File: src/hw/qlsl_pkg.sv
/*
  Package for the quad low-side serial latch control block: channel count,
  protection timing figures and the derived cycle counts at the 100 MHz clock.
  Assumes a single 100 MHz system clock domain.
*/
`default_nettype none
package qlsl_pkg;
  localparam int unsigned CHANNELS        = 4;
  localparam int unsigned CLK_MHZ         = 100;
  // Overcurrent deglitch time in nanoseconds (3.5 us).
  localparam int unsigned OC_DEGLITCH_NS  = 3500;
  // Retry interval in microseconds (1.2 ms).
  localparam int unsigned RETRY_US        = 1200;
  // Least time, so the cycle count rounds up.
  localparam int unsigned OC_DEGLITCH_CYC = (OC_DEGLITCH_NS * CLK_MHZ + 999) / 1000;
  localparam int unsigned RETRY_CYC       = RETRY_US * CLK_MHZ;
  localparam int unsigned CNT_W           = 18;
  localparam logic [CHANNELS-1:0] CH_ZERO = 4'h0;
  localparam logic [CNT_W-1:0]    CNT_ZERO = 18'h00000;
  localparam logic [CNT_W-1:0]    CNT_ONE  = 18'h00001;
endpackage
`default_nettype wire

File: src/hw/qlsl_ctrl.sv
/*
  Quad low-side serial latch control: serial shift register with daisy-chain
  output, strobe-loaded output stage, enable gating and protection faults.
  Assumes all pin inputs are asynchronous to clk and the serial clock is far
  slower than clk (period 80 ns or more), so edges are found by sampling.
*/
`default_nettype none
module qlsl_ctrl
  import qlsl_pkg::*;
(
  input  wire logic                          clk,
  input  wire logic                          reset,
  input  wire logic                          power_on_reset,
  input  wire logic                          undervoltage_lockout,
  input  wire logic                          serial_clk,
  input  wire logic                          serial_in,
  input  wire logic                          strobe,
  input  wire logic                          output_enable_n,
  input  wire logic [qlsl_pkg::CHANNELS-1:0] overcurrent_protect,
  input  wire logic                          thermal_shutdown,
  output logic                               serial_out,
  output logic [qlsl_pkg::CHANNELS-1:0]      channel_on,
  output logic                               fault_n
);
  import qlsl_pkg::*;

  typedef struct packed {
    logic [1:0]          sclk_sync;
    logic                sclk_last;
    logic [1:0]          din_sync;
    logic [1:0]          stb_sync;
    logic                stb_last;
    logic [1:0]          en_sync;
    logic [1:0]          ot_sync;
    logic [CHANNELS-1:0] oc_sync0;
    logic [CHANNELS-1:0] oc_sync1;
    logic [CHANNELS-1:0] shift;
    logic [CHANNELS-1:0] latched;
    logic [CHANNELS-1:0] drive;
    logic                sout;
    logic                fault_n;
  } qlsl_state_s;

  qlsl_state_s s_reg;
  qlsl_state_s s_next;

  logic                int_reset;
  logic [CHANNELS-1:0] oc_trip;

  // Power-up reset and undervoltage both act as reset, so state is defined
  // without the host pulsing the reset pin.
  assign int_reset = reset | power_on_reset | undervoltage_lockout;

  // One timer per channel; shared reset clears every pending retry.
  genvar g;
  generate
    for (g = 0; g < CHANNELS; g++)
    begin : g_oc
      qlsl_oc_timer #(
        .DEGLITCH (CNT_W'(OC_DEGLITCH_CYC)),
        .RETRY    (CNT_W'(RETRY_CYC))
      ) u_oc (
        .clk      (clk),
        .reset    (int_reset),
        .limit_in (s_reg.oc_sync1[g]),
        .tripped  (oc_trip[g])
      );
    end
  endgenerate

  // Next state: sync pins, find edges, shift and latch, then gate drivers.
  always_comb
  begin
    s_next = s_reg;
    s_next.sclk_sync = {s_reg.sclk_sync[0], serial_clk};
    s_next.sclk_last = s_reg.sclk_sync[1];
    s_next.din_sync  = {s_reg.din_sync[0], serial_in};
    s_next.stb_sync  = {s_reg.stb_sync[0], strobe};
    s_next.stb_last  = s_reg.stb_sync[1];
    // An undriven pin arrives as low from the pad pulldown.
    s_next.en_sync   = {s_reg.en_sync[0], output_enable_n};
    s_next.ot_sync   = {s_reg.ot_sync[0], thermal_shutdown};
    s_next.oc_sync0  = overcurrent_protect;
    s_next.oc_sync1  = s_reg.oc_sync0;
    // Serial path ignores the enable entirely.
    if (s_reg.sclk_sync[1] && !s_reg.sclk_last)
    begin
      s_next.shift = {s_reg.shift[CHANNELS-2:0], s_reg.din_sync[1]};
      // The output mirrors the new last stage, so a chained device sees each bit after four clocks.
      s_next.sout  = s_reg.shift[CHANNELS-2];
    end
    if (s_reg.stb_sync[1] && !s_reg.stb_last)
      s_next.latched = s_reg.shift;
    // Thermal shutdown kills every channel; overcurrent only its own one.
    if (s_reg.en_sync[1] || s_reg.ot_sync[1])
      s_next.drive = CH_ZERO;
    else
      s_next.drive = s_reg.latched & ~oc_trip;
    s_next.fault_n = !(s_reg.ot_sync[1] || (|oc_trip));
  end

  // The whole serial path clears, so all channels start off.
  always_ff @(posedge clk or posedge int_reset)
  begin
    if (int_reset)
    begin
      s_reg         <= '0;
      s_reg.fault_n <= 1'b1;
    end
    else
      s_reg <= s_next;
  end

  assign serial_out = s_reg.sout;
  assign channel_on = s_reg.drive;
  assign fault_n    = s_reg.fault_n;

  property p_enable_off;
    @(posedge clk) disable iff (int_reset)
      s_reg.en_sync[1] |=> (channel_on == CH_ZERO);
  endproperty
  a_enable_off: assert property (p_enable_off) else $error("Channel on while enable high.");

  property p_thermal_off;
    @(posedge clk) disable iff (int_reset)
      s_reg.ot_sync[1] |=> (channel_on == CH_ZERO) && !fault_n;
  endproperty
  a_thermal_off: assert property (p_thermal_off) else $error("Thermal shutdown not honoured.");

  property p_gate;
    @(posedge clk) disable iff (int_reset)
      1'b1 |=> channel_on == ($past(s_reg.en_sync[1]) || $past(s_reg.ot_sync[1]) ? CH_ZERO
                              : ($past(s_reg.latched) & ~$past(oc_trip)));
  endproperty
  a_gate: assert property (p_gate) else $error("Channel gating wrong.");

  property p_latch;
    @(posedge clk) disable iff (int_reset)
      (s_reg.stb_sync[1] && !s_reg.stb_last) |=> s_reg.latched == $past(s_reg.shift);
  endproperty
  a_latch: assert property (p_latch) else $error("Strobe did not load output stage.");

  property p_latch_hold;
    @(posedge clk) disable iff (int_reset)
      !(s_reg.stb_sync[1] && !s_reg.stb_last) |=> $stable(s_reg.latched);
  endproperty
  a_latch_hold: assert property (p_latch_hold) else $error("Output stage changed without strobe.");

  property p_shift;
    @(posedge clk) disable iff (int_reset)
      (s_reg.sclk_sync[1] && !s_reg.sclk_last) |=>
        s_reg.shift[0] == $past(s_reg.din_sync[1]) && serial_out == $past(s_reg.shift[CHANNELS-2]);
  endproperty
  a_shift: assert property (p_shift) else $error("Shift or serial out wrong.");

  property p_sout_hold;
    @(posedge clk) disable iff (int_reset)
      !(s_reg.sclk_sync[1] && !s_reg.sclk_last) |=> $stable(serial_out) && $stable(s_reg.shift);
  endproperty
  a_sout_hold: assert property (p_sout_hold) else $error("Serial state moved without clock edge.");

  property p_oc_fault;
    @(posedge clk) disable iff (int_reset)
      (|oc_trip) |=> !fault_n && ((channel_on & $past(oc_trip)) == CH_ZERO);
  endproperty
  a_oc_fault: assert property (p_oc_fault) else $error("Overcurrent not reported.");

  property p_reset_clear;
    @(posedge clk) int_reset |-> channel_on == CH_ZERO && fault_n && !serial_out;
  endproperty
  a_reset_clear: assert property (p_reset_clear) else $error("Reset left state set.");
endmodule
`default_nettype wire

File: src/hw/qlsl_oc_timer.sv
/*
  One overcurrent channel guard: deglitches the current-limit level, then holds
  the channel off for the retry interval. Assumes limit_in is already
  synchronised to clk.
*/
`default_nettype none
module qlsl_oc_timer
  import qlsl_pkg::*;
#(
  parameter logic [qlsl_pkg::CNT_W-1:0] DEGLITCH = 18'h0015e,
  parameter logic [qlsl_pkg::CNT_W-1:0] RETRY    = 18'h1d4c0
)
(
  input  wire logic clk,
  input  wire logic reset,
  input  wire logic limit_in,
  output logic      tripped
);
  typedef enum logic [2:0] {
    QLSL_IDLE  = 3'b001,
    QLSL_GLTCH = 3'b010,
    QLSL_HOLD  = 3'b100
  } qlsl_oc_e;

  typedef struct packed {
    qlsl_oc_e         st;
    logic [CNT_W-1:0] cnt;
  } qlsl_oc_s;

  qlsl_oc_s s_reg;
  qlsl_oc_s s_next;

  // Deglitch counts limit cycles; a gap in the limit restarts the count.
  always_comb
  begin
    s_next = s_reg;
    unique case (s_reg.st)
      QLSL_IDLE:
      begin
        if (limit_in)
        begin
          s_next.st  = QLSL_GLTCH;
          s_next.cnt = CNT_ONE;
        end
      end
      QLSL_GLTCH:
      begin
        if (!limit_in)
          s_next.st = QLSL_IDLE;
        else if (s_reg.cnt >= DEGLITCH)
        begin
          s_next.st  = QLSL_HOLD;
          s_next.cnt = CNT_ZERO;
        end
        else
          s_next.cnt = s_reg.cnt + CNT_ONE;
      end
      QLSL_HOLD:
      begin
        if (s_reg.cnt >= RETRY - CNT_ONE)
        begin
          s_next.st  = QLSL_IDLE;
          s_next.cnt = CNT_ZERO;
        end
        else
          s_next.cnt = s_reg.cnt + CNT_ONE;
      end
      default:
        s_next = '{st: QLSL_IDLE, cnt: CNT_ZERO};
    endcase
  end

  // Reset clears a pending fault at once.
  always_ff @(posedge clk or posedge reset)
  begin
    if (reset)
      s_reg <= '{st: QLSL_IDLE, cnt: CNT_ZERO};
    else
      s_reg <= s_next;
  end

  assign tripped = (s_reg.st == QLSL_HOLD);

  property p_hold_ends;
    @(posedge clk) disable iff (reset)
      $rose(tripped) |-> tripped [*8];
  endproperty
  a_hold_ends: assert property (p_hold_ends) else $error("Retry hold ended too early.");
endmodule
`default_nettype wire

File: config.mk
export PLATFORM = sky130hd
export DESIGN_NAME = qlsl_ctrl
export DESIGN_NICKNAME = d
export VERILOG_FILES = /design/src/hw/qlsl_pkg.sv /design/src/hw/qlsl_ctrl.sv /design/src/hw/qlsl_oc_timer.sv
export SDC_FILE = /design/constraint.sdc
export NUM_CORES = 1
export LEC_CHECK = 0
export BUFFER_PORTS_ARGS = -buffer_cell sky130_fd_sc_hd__buf_2
export CORE_MARGIN = 2
export CORE_UTILIZATION = 45
export DETAILED_ROUTE_END_ITERATION = 12
export GPL_TIMING_DRIVEN = 0
export PLACE_DENSITY = 0.59
export SYNTH_ARGS = -nofsm -noshare
export SYNTH_HDL_FRONTEND = slang
export SYNTH_HIERARCHICAL = 1
export SYNTH_SLANG_ARGS = --single-unit
File: constraint.sdc
create_clock -name clk -period 8.47 [get_ports clk]
set_input_delay 1.2705 -clock clk [delete_from_list [all_inputs] [get_ports clk]]
set_output_delay 1.2705 -clock clk [all_outputs]
set_load 0.05 [all_outputs]
==> results.json, run 1 <==
{
  "postLayoutCoreUtil_pct": 53.4,
  "post-route-cell-area_sq_um": 7040,
  "r2r_setup_slack_ps": 6360,
  "min_period_ps": 2480,
  "finalPower_mw": 1.62,
  "critPathSlowestCell": "dfstp_2",
  "synth_edf_count": 0,
  "grt_max_degree": 22,
  "path_max_fanout": 1,
  "yosysWarnings": 6,
  "worstMarginPinSlew_ps": 854,
  "syn_to_final_growth_pct": 15.9,
  "power_frac_seq_pct": 39.9,
  "hold_violations": 0,
  "place_hpwl_mm": 8.58,
  "wl_per_cell_microns": 14.9,
  "coreArea_sq_um": 13200,
  "diodes": 0,
  "antenna_found_initial": 0,
  "largest_register_ff_count": 84,
  "clk_latency_ps": 420,
  "initial_utilization_pct": 46.1,
  "dpl_cell_area_sq_um": 6430,
  "drtAntennaViolNets": 0,
  "cp_top_family": "flip-flops",
  "internal_power_mw": 1.18,
  "status": "complete, no violations",
  "power_frac_comb_pct": 14.2,
  "drc": 0,
  "netlist_instances": 584,
  "synth_ff_type": "dfrtp_1",
  "cts_resized": 0,
  "skew_ps": 7.29,
  "critPathMaxStageDelay_ps": 540,
  "vias": 4431,
  "syn_area_sq_um": 6080,
  "via_per_inst": 5.45,
  "p_leak_nw": 2.92,
  "cp_num_buf_inv": 1,
  "fmax_mhz": 403,
  "syn_avg_cell_area_sq_um": 10.4,
  "first_global_vias": 4394,
  "end_kind": "primary output",
  "critPathKind": "reg2out",
  "dieArea_sq_um": 14500,
  "grt_setup_unrepaired": "no",
  "ir_drop_mv": 0.166,
  "grtUsageTotal_pct": 18.6,
  "sw_frac_of_total_pct": 27.4,
  "maxSlewViolCount": 0,
  "synthTopCellsByCount": "dfrtp_1 (112), nor2_1 (49), xnor2_1 (44), nand2_1 (40), nor2_2 (40)",
  "yosysMostFrequentCell": "dfrtp_1",
  "cts_tree": "yes",
  "cts.sinks": 117,
  "port_buffers": 18,
  "io_pins": 19,
  "drtIter0Drc": 426,
  "layout-drive-gt1-share_pct": 22.6,
  "clkPwrFrac_pct": 46.0,
  "synth_area_leaders": "dfrtp_1 (46%), xnor2_1 (6.3%), nor2_2 (4.1%), nor2_1 (3.0%), nand2_1 (2.5%)",
  "start_kind": "register",
  "async_reset_ff_share_pct": 100,
  "setup_tns_ps": 0,
  "yosys.area.top_type": "dfrtp_1",
  "hold_slack_ps": 347,
  "wl_mm": 12.1,
  "ys_ff_latch": 117,
  "critPathArrivalTime_ps": 1210,
  "crit_chain": "buf_2",
  "ys_seq_area_share_pct": 48.3,
  "numCtsBuffers": 17,
  "core.rowCount": 42,
  "cp_data_required_time_ps": 7200,
  "die_y_microns": 120,
  "clockRootBuffer": "clkbuf_16",
  "drt_pass1_iterations": 6,
  "post-route-period-util_pct": 29.3,
  "fin_nets": 645,
  "clock_path_buffers": 2,
  "grt-ovfl-total": 0,
  "h-tree-depth": 4,
  "routabilityCongestion": 0.829,
  "power.switching_mw": 0.445,
  "die_w_microns": 120,
  "power.density_nw_per_um2": 230,
  "slew_headroom_pct": 42.2,
  "path_clk_slew_ps": 50,
  "grt_pass1_wl_mm": 21.4,
  "holdBufCountCts": 0,
  "setup_viol": 0,
  "ys_types": 44,
  "cap_violations": 0,
  "post-cts-setup-buffer-count": 0,
  "synth_top_area_share_pct": 46.1,
  "synthesis.nets": 605,
  "hp-class": "reg2reg"
}
## placed cells by master, fill, tap and decap left out, types with 9 or more instances in the layout
cell	n
buf_2	26
buf_6	11
clkbuf_16	17
dfrtp_1	112
inv_1	21
nand2_1	40
nand2b_1	9
nand3_1	16
nand4_1	16
nor2_1	49
nor2_2	40
nor2b_1	9
nor3_1	24
nor3_2	9
nor3b_1	12
nor4_1	12
nor4b_1	12
xnor2_1	44
xor2_1	16
## power groups by stage
stage | combinational [mW] | sequential, mW | clock (mW)
2_1_floorplan | 0.174 | 0.650 | 0
3_5_place_dp | 0.231 | 0.654 | 0
5_1_grt | 0.257 | 0.652 | 0.791
3_3_place_gp | 0.224 | 0.651 | 0
6_report | 0.230 | 0.647 | 0.745
4_1_cts | 0.233 | 0.645 | 0.765
## logic make-up after synthesis
| kind of cell | count (synthesis) | synth area share (%) |
|---|---|---|
| and+or+nand+nor | 278 | 26.4 |
| DFF | 117 | 48.3 |
| AOI/OAI and AO/OA | 68 | 9.39 |
| xor gates and xnor gates | 60 | 8.65 |
| buffers and inverters | 45 | 4.18 |
| muxes | 8 | 1.48 |
| adders and majority gates | 8 | 1.65 |
## routing by layer
metal,GRT usage [%],share of wire [%],up-vias
met5,0,0,-
met4,7.99,1.8,0
met2,28.8,46,75
li1,-,-,2160
met3,4.67,3.3,22
met1,25.1,49,2174
## final cells by class
class,instances,area (sq um)
buffer,20,160
sequential,117,2930
clock buffer,20,437
multi-input combinational,422,2890
fill,1188,6150
inverter,25,93.8
tap,176,220
clock inverter,12,179
timing repair buffer,21,124
## final timing paths
kind / end / from / cells after the start
worst max-delay path: fault_n / fault_n$_DFF_PP1_ / 1
worst min-delay path: s_reg[17]$_DFF_PP0_ / s_next[17]$_DFF_PP0_ / 0
worst max register to register: g_oc[0].u_oc/s_reg[6]$_DFFE_PP0P_ / g_oc[0].u_oc/s_reg[0]$_DFFE_PP0P_ / 6
worst min register to register: s_reg[17]$_DFF_PP0_ / s_next[17]$_DFF_PP0_ / 0
max in group asynchronous: g_oc[2].u_oc/s_reg[1]$_DFFE_PP0P_ / power_on_reset / 5
min in group asynchronous: s_reg[17]$_DFF_PP0_ / undervoltage_lockout / 2
## through the flow
| step | setup slack [ps] | cells |
|---|---|---|
| after detailed placement | 5400 | 781 |
| after CTS | 5860 | 813 |
| after global placement | 2390 | 778 |
| after global routing | 5550 | 813 |
| final | 5990 | 813 |
| after floorplan | 3750 | 584 |
No activity file was read; power rests on OpenSTA's default activity.
==> run 2, diff against run 1 <==
- ABC_AREA: unset -> 1
- clock period: 8.47 -> 2.3 ns (I/O delays scaled with it)
==> results.json, run 2 <==
{
  "status": "complete, no violations",
  "ys_types": 33,
  "grt_pass1_wl_mm": 26.7,
  "h-tree-depth": 4,
  "finalPower_mw": 6.11,
  "wl_per_cell_microns": 12.6,
  "final_cell_mix": "nand2_1 (228), inv_1 (154), nand3_1 (117), dfrtp_1 (112), nor2_1 (84)",
  "skew_ps": 7.81,
  "path_clk_slew_ps": 60,
  "maxSlewViolCount": 0,
  "cap_violations": 0,
  "stdcell_count": 1215,
  "grt-ovfl-total": 0,
  "layout-drive-gt1-share_pct": 16.1,
  "cp_top_family": "simple AND/OR/NAND/NOR gates",
  "yosys.area.top_type": "dfrtp_1",
  "worstMarginPinSlew_ps": 874,
  "wl_mm": 15.3,
  "slew_headroom_pct": 41.7,
  "port_buffers": 18,
  "clockRootBuffer": "clkbuf_16",
  "clk_latency_ps": 420,
  "drtIter0Drc": 477,
  "critPathSlowestCell": "dfrtp_1",
  "place_hpwl_mm": 11.2,
  "setup_tns_ps": 0,
  "drtAntennaViolNets": 0,
  "layout_commonest_cell": "nand2_1",
  "holdBufCountCts": 0,
  "cts_resized": 0,
  "crit_chain": "ha_1, nand3_1, nor3_2, nand3_2, nand2_4, nand3_4, inv_2, nor3_1",
  "critPathArrivalTime_ps": 1900,
  "cp_data_required_time_ps": 2590,
  "diodes": 0,
  "syn_avg_cell_area_sq_um": 7.38,
  "largest_register_ff_count": 84,
  "post-route-period-util_pct": 70.1,
  "io_pins": 19,
  "core.rowCount": 45,
  "syn_area_sq_um": 7030,
  "cts_tree": "yes",
  "min_period_ps": 1610,
  "drt_pass1_iterations": 7,
  "antenna_found_initial": 0,
  "fmax_mhz": 621,
  "postLayoutCoreUtil_pct": 52.1,
  "cp_num_buf_inv": 1,
  "die_y_microns": 129,
  "path_max_fanout": 7,
  "grt_setup_unrepaired": "no",
  "power.density_nw_per_um2": 768,
  "ys_seq_area_share_pct": 41.7,
  "first_global_vias": 5664,
  "critPathMaxStageDelay_ps": 410,
  "synth_top_area_share_pct": 39.8,
  "synthesis.nets": 974,
  "post-cts-setup-buffer-count": 0,
  "synthTopCellsByCount": "nand2_1 (228), inv_1 (155), nand3_1 (117), dfrtp_1 (112), nor2_1 (84)",
  "hp-class": "in2reg",
  "yosysMostFrequentCell": "nand2_1",
  "drc": 0,
  "dp_cells": 1182,
  "critPathKind": "reg2reg",
  "vias": 6051,
  "fin_nets": 1012,
  "p_leak_nw": 4.05,
  "ir_drop_mv": 0.611,
  "synth_ff_type": "dfrtp_1",
  "coreArea_sq_um": 15300,
  "grtUsageTotal_pct": 20.2,
  "initial_utilization_pct": 46.1,
  "routabilityCongestion": 0.882,
  "clock_path_buffers": 2,
  "syn_to_final_growth_pct": 13.0,
  "dieArea_sq_um": 16600,
  "yosysWarnings": 6,
  "ys_ff_latch": 117,
  "synth_area_leaders": "dfrtp_1 (40%), nand2_1 (12%), nand3_1 (8.3%), inv_1 (8.3%), nor2_1 (4.5%)",
  "start_kind": "register",
  "netlist_instances": 953,
  "grt_max_degree": 34,
  "via_per_inst": 4.98,
  "numCtsBuffers": 17,
  "end_kind": "register",
  "die_w_microns": 129,
  "synth_edf_count": 0,
  "cts.sinks": 117,
  "async_reset_ff_share_pct": 100,
  "setup_viol": 0,
  "hold_violations": 0
}
## run 2: cell types whose count changed after synthesis, moves of 23 or more
cell	change
nor2_2	-26
xnor2_1	-44
nand2_2	+23
o21ai_0	+26
inv_1	+134
nor2_1	+35
nand3_1	+101
nand2_1	+188
## run 2: logic make-up (layout without fill, tap and decap cells)
kind of cell | count (synthesis) | count (layout) | share of synthesized area [%]
flip-flops | 117 | 117 | 41.7
adder cells (fa/ha/maj) | 8 | 8 | 1.42
buffers and inverters | 184 | 235 | 10.4
AND/OR/NAND/NOR | 564 | 564 | 39.1
AO/OA/AOI/OAI | 61 | 61 | 4.98
XOR/XNOR | 19 | 19 | 2.37
## run 2: worst paths after layout
path	start	to	slack, ps	cells after the start
min in group asynchronous	undervoltage_lockout	s_next[23]$_DFF_PP0_	90	4
max reg2reg	g_oc[3].u_oc/s_reg[1]$_DFFE_PP0P_	g_oc[3].u_oc/s_reg[9]$_DFFE_PP0P_	690	8
min reg2reg	s_next[16]$_DFF_PP0_	s_reg[16]$_DFF_PP0_	350	0
max in group asynchronous	power_on_reset	g_oc[1].u_oc/s_reg[1]$_DFFE_PP0P_	1350	4
min	output_enable_n	s_next[25]$_DFF_PP0_	30	1
max	g_oc[3].u_oc/s_reg[1]$_DFFE_PP0P_	g_oc[3].u_oc/s_reg[9]$_DFFE_PP0P_	690	8
## run 2: where the power goes
part           internal [mW]  switching [mW]
combinational          0.432           0.895
sequential              2.26           0.132
clock                   1.37            1.02
total                   4.06            2.04
## run 2: metrics by stage
| step | area (sq um) | setup WS, ps | hold slack [ps] |
|---|---|---|---|
| 2_1_floorplan | 7030 | 909 | 331 |
| 3_3_place_gp | 7390 | 410 | 332 |
| 3_5_place_dp | 7390 | 402 | 336 |
| 4_1_cts | 7920 | 688 | 10.6 |
| 5_1_grt | 7950 | 509 | 7.85 |
| 6_report | 7950 | 688 | 30.4 |
## run 2: routing by layer
layer  vias up  global-route usage (%)  wire, microns  part of all wire (%)
met4         0                    6.84            184                   1.2
met2        97                    31.2           6960                    45
met1      2827                    28.2           7690                    50
met5         -                       0              0                     0
met3        18                    4.42            508                   3.3
li1       3109                       -              -                     -
## run 2: final cells by class
type	count	area (sq um)
Tap cell	211	264
Sequential cell	117	2930
Clock inverter	15	110
Fill cell	1490	7310
Buffer	11	78.8
Inverter	173	652
Clock buffer	17	425
Multi-Input combinational cell	652	3370
Timing Repair Buffer	19	118
## run 2: worst reg2reg max path: cells and delay by family, from the launching register on
kind | cells | cell delay [ps]
adder cells (fa/ha/maj) | 1 | 220
buffers and inverters | 1 | 130
flip-flops | 1 | 410
AND/OR/NAND/NOR | 6 | 730
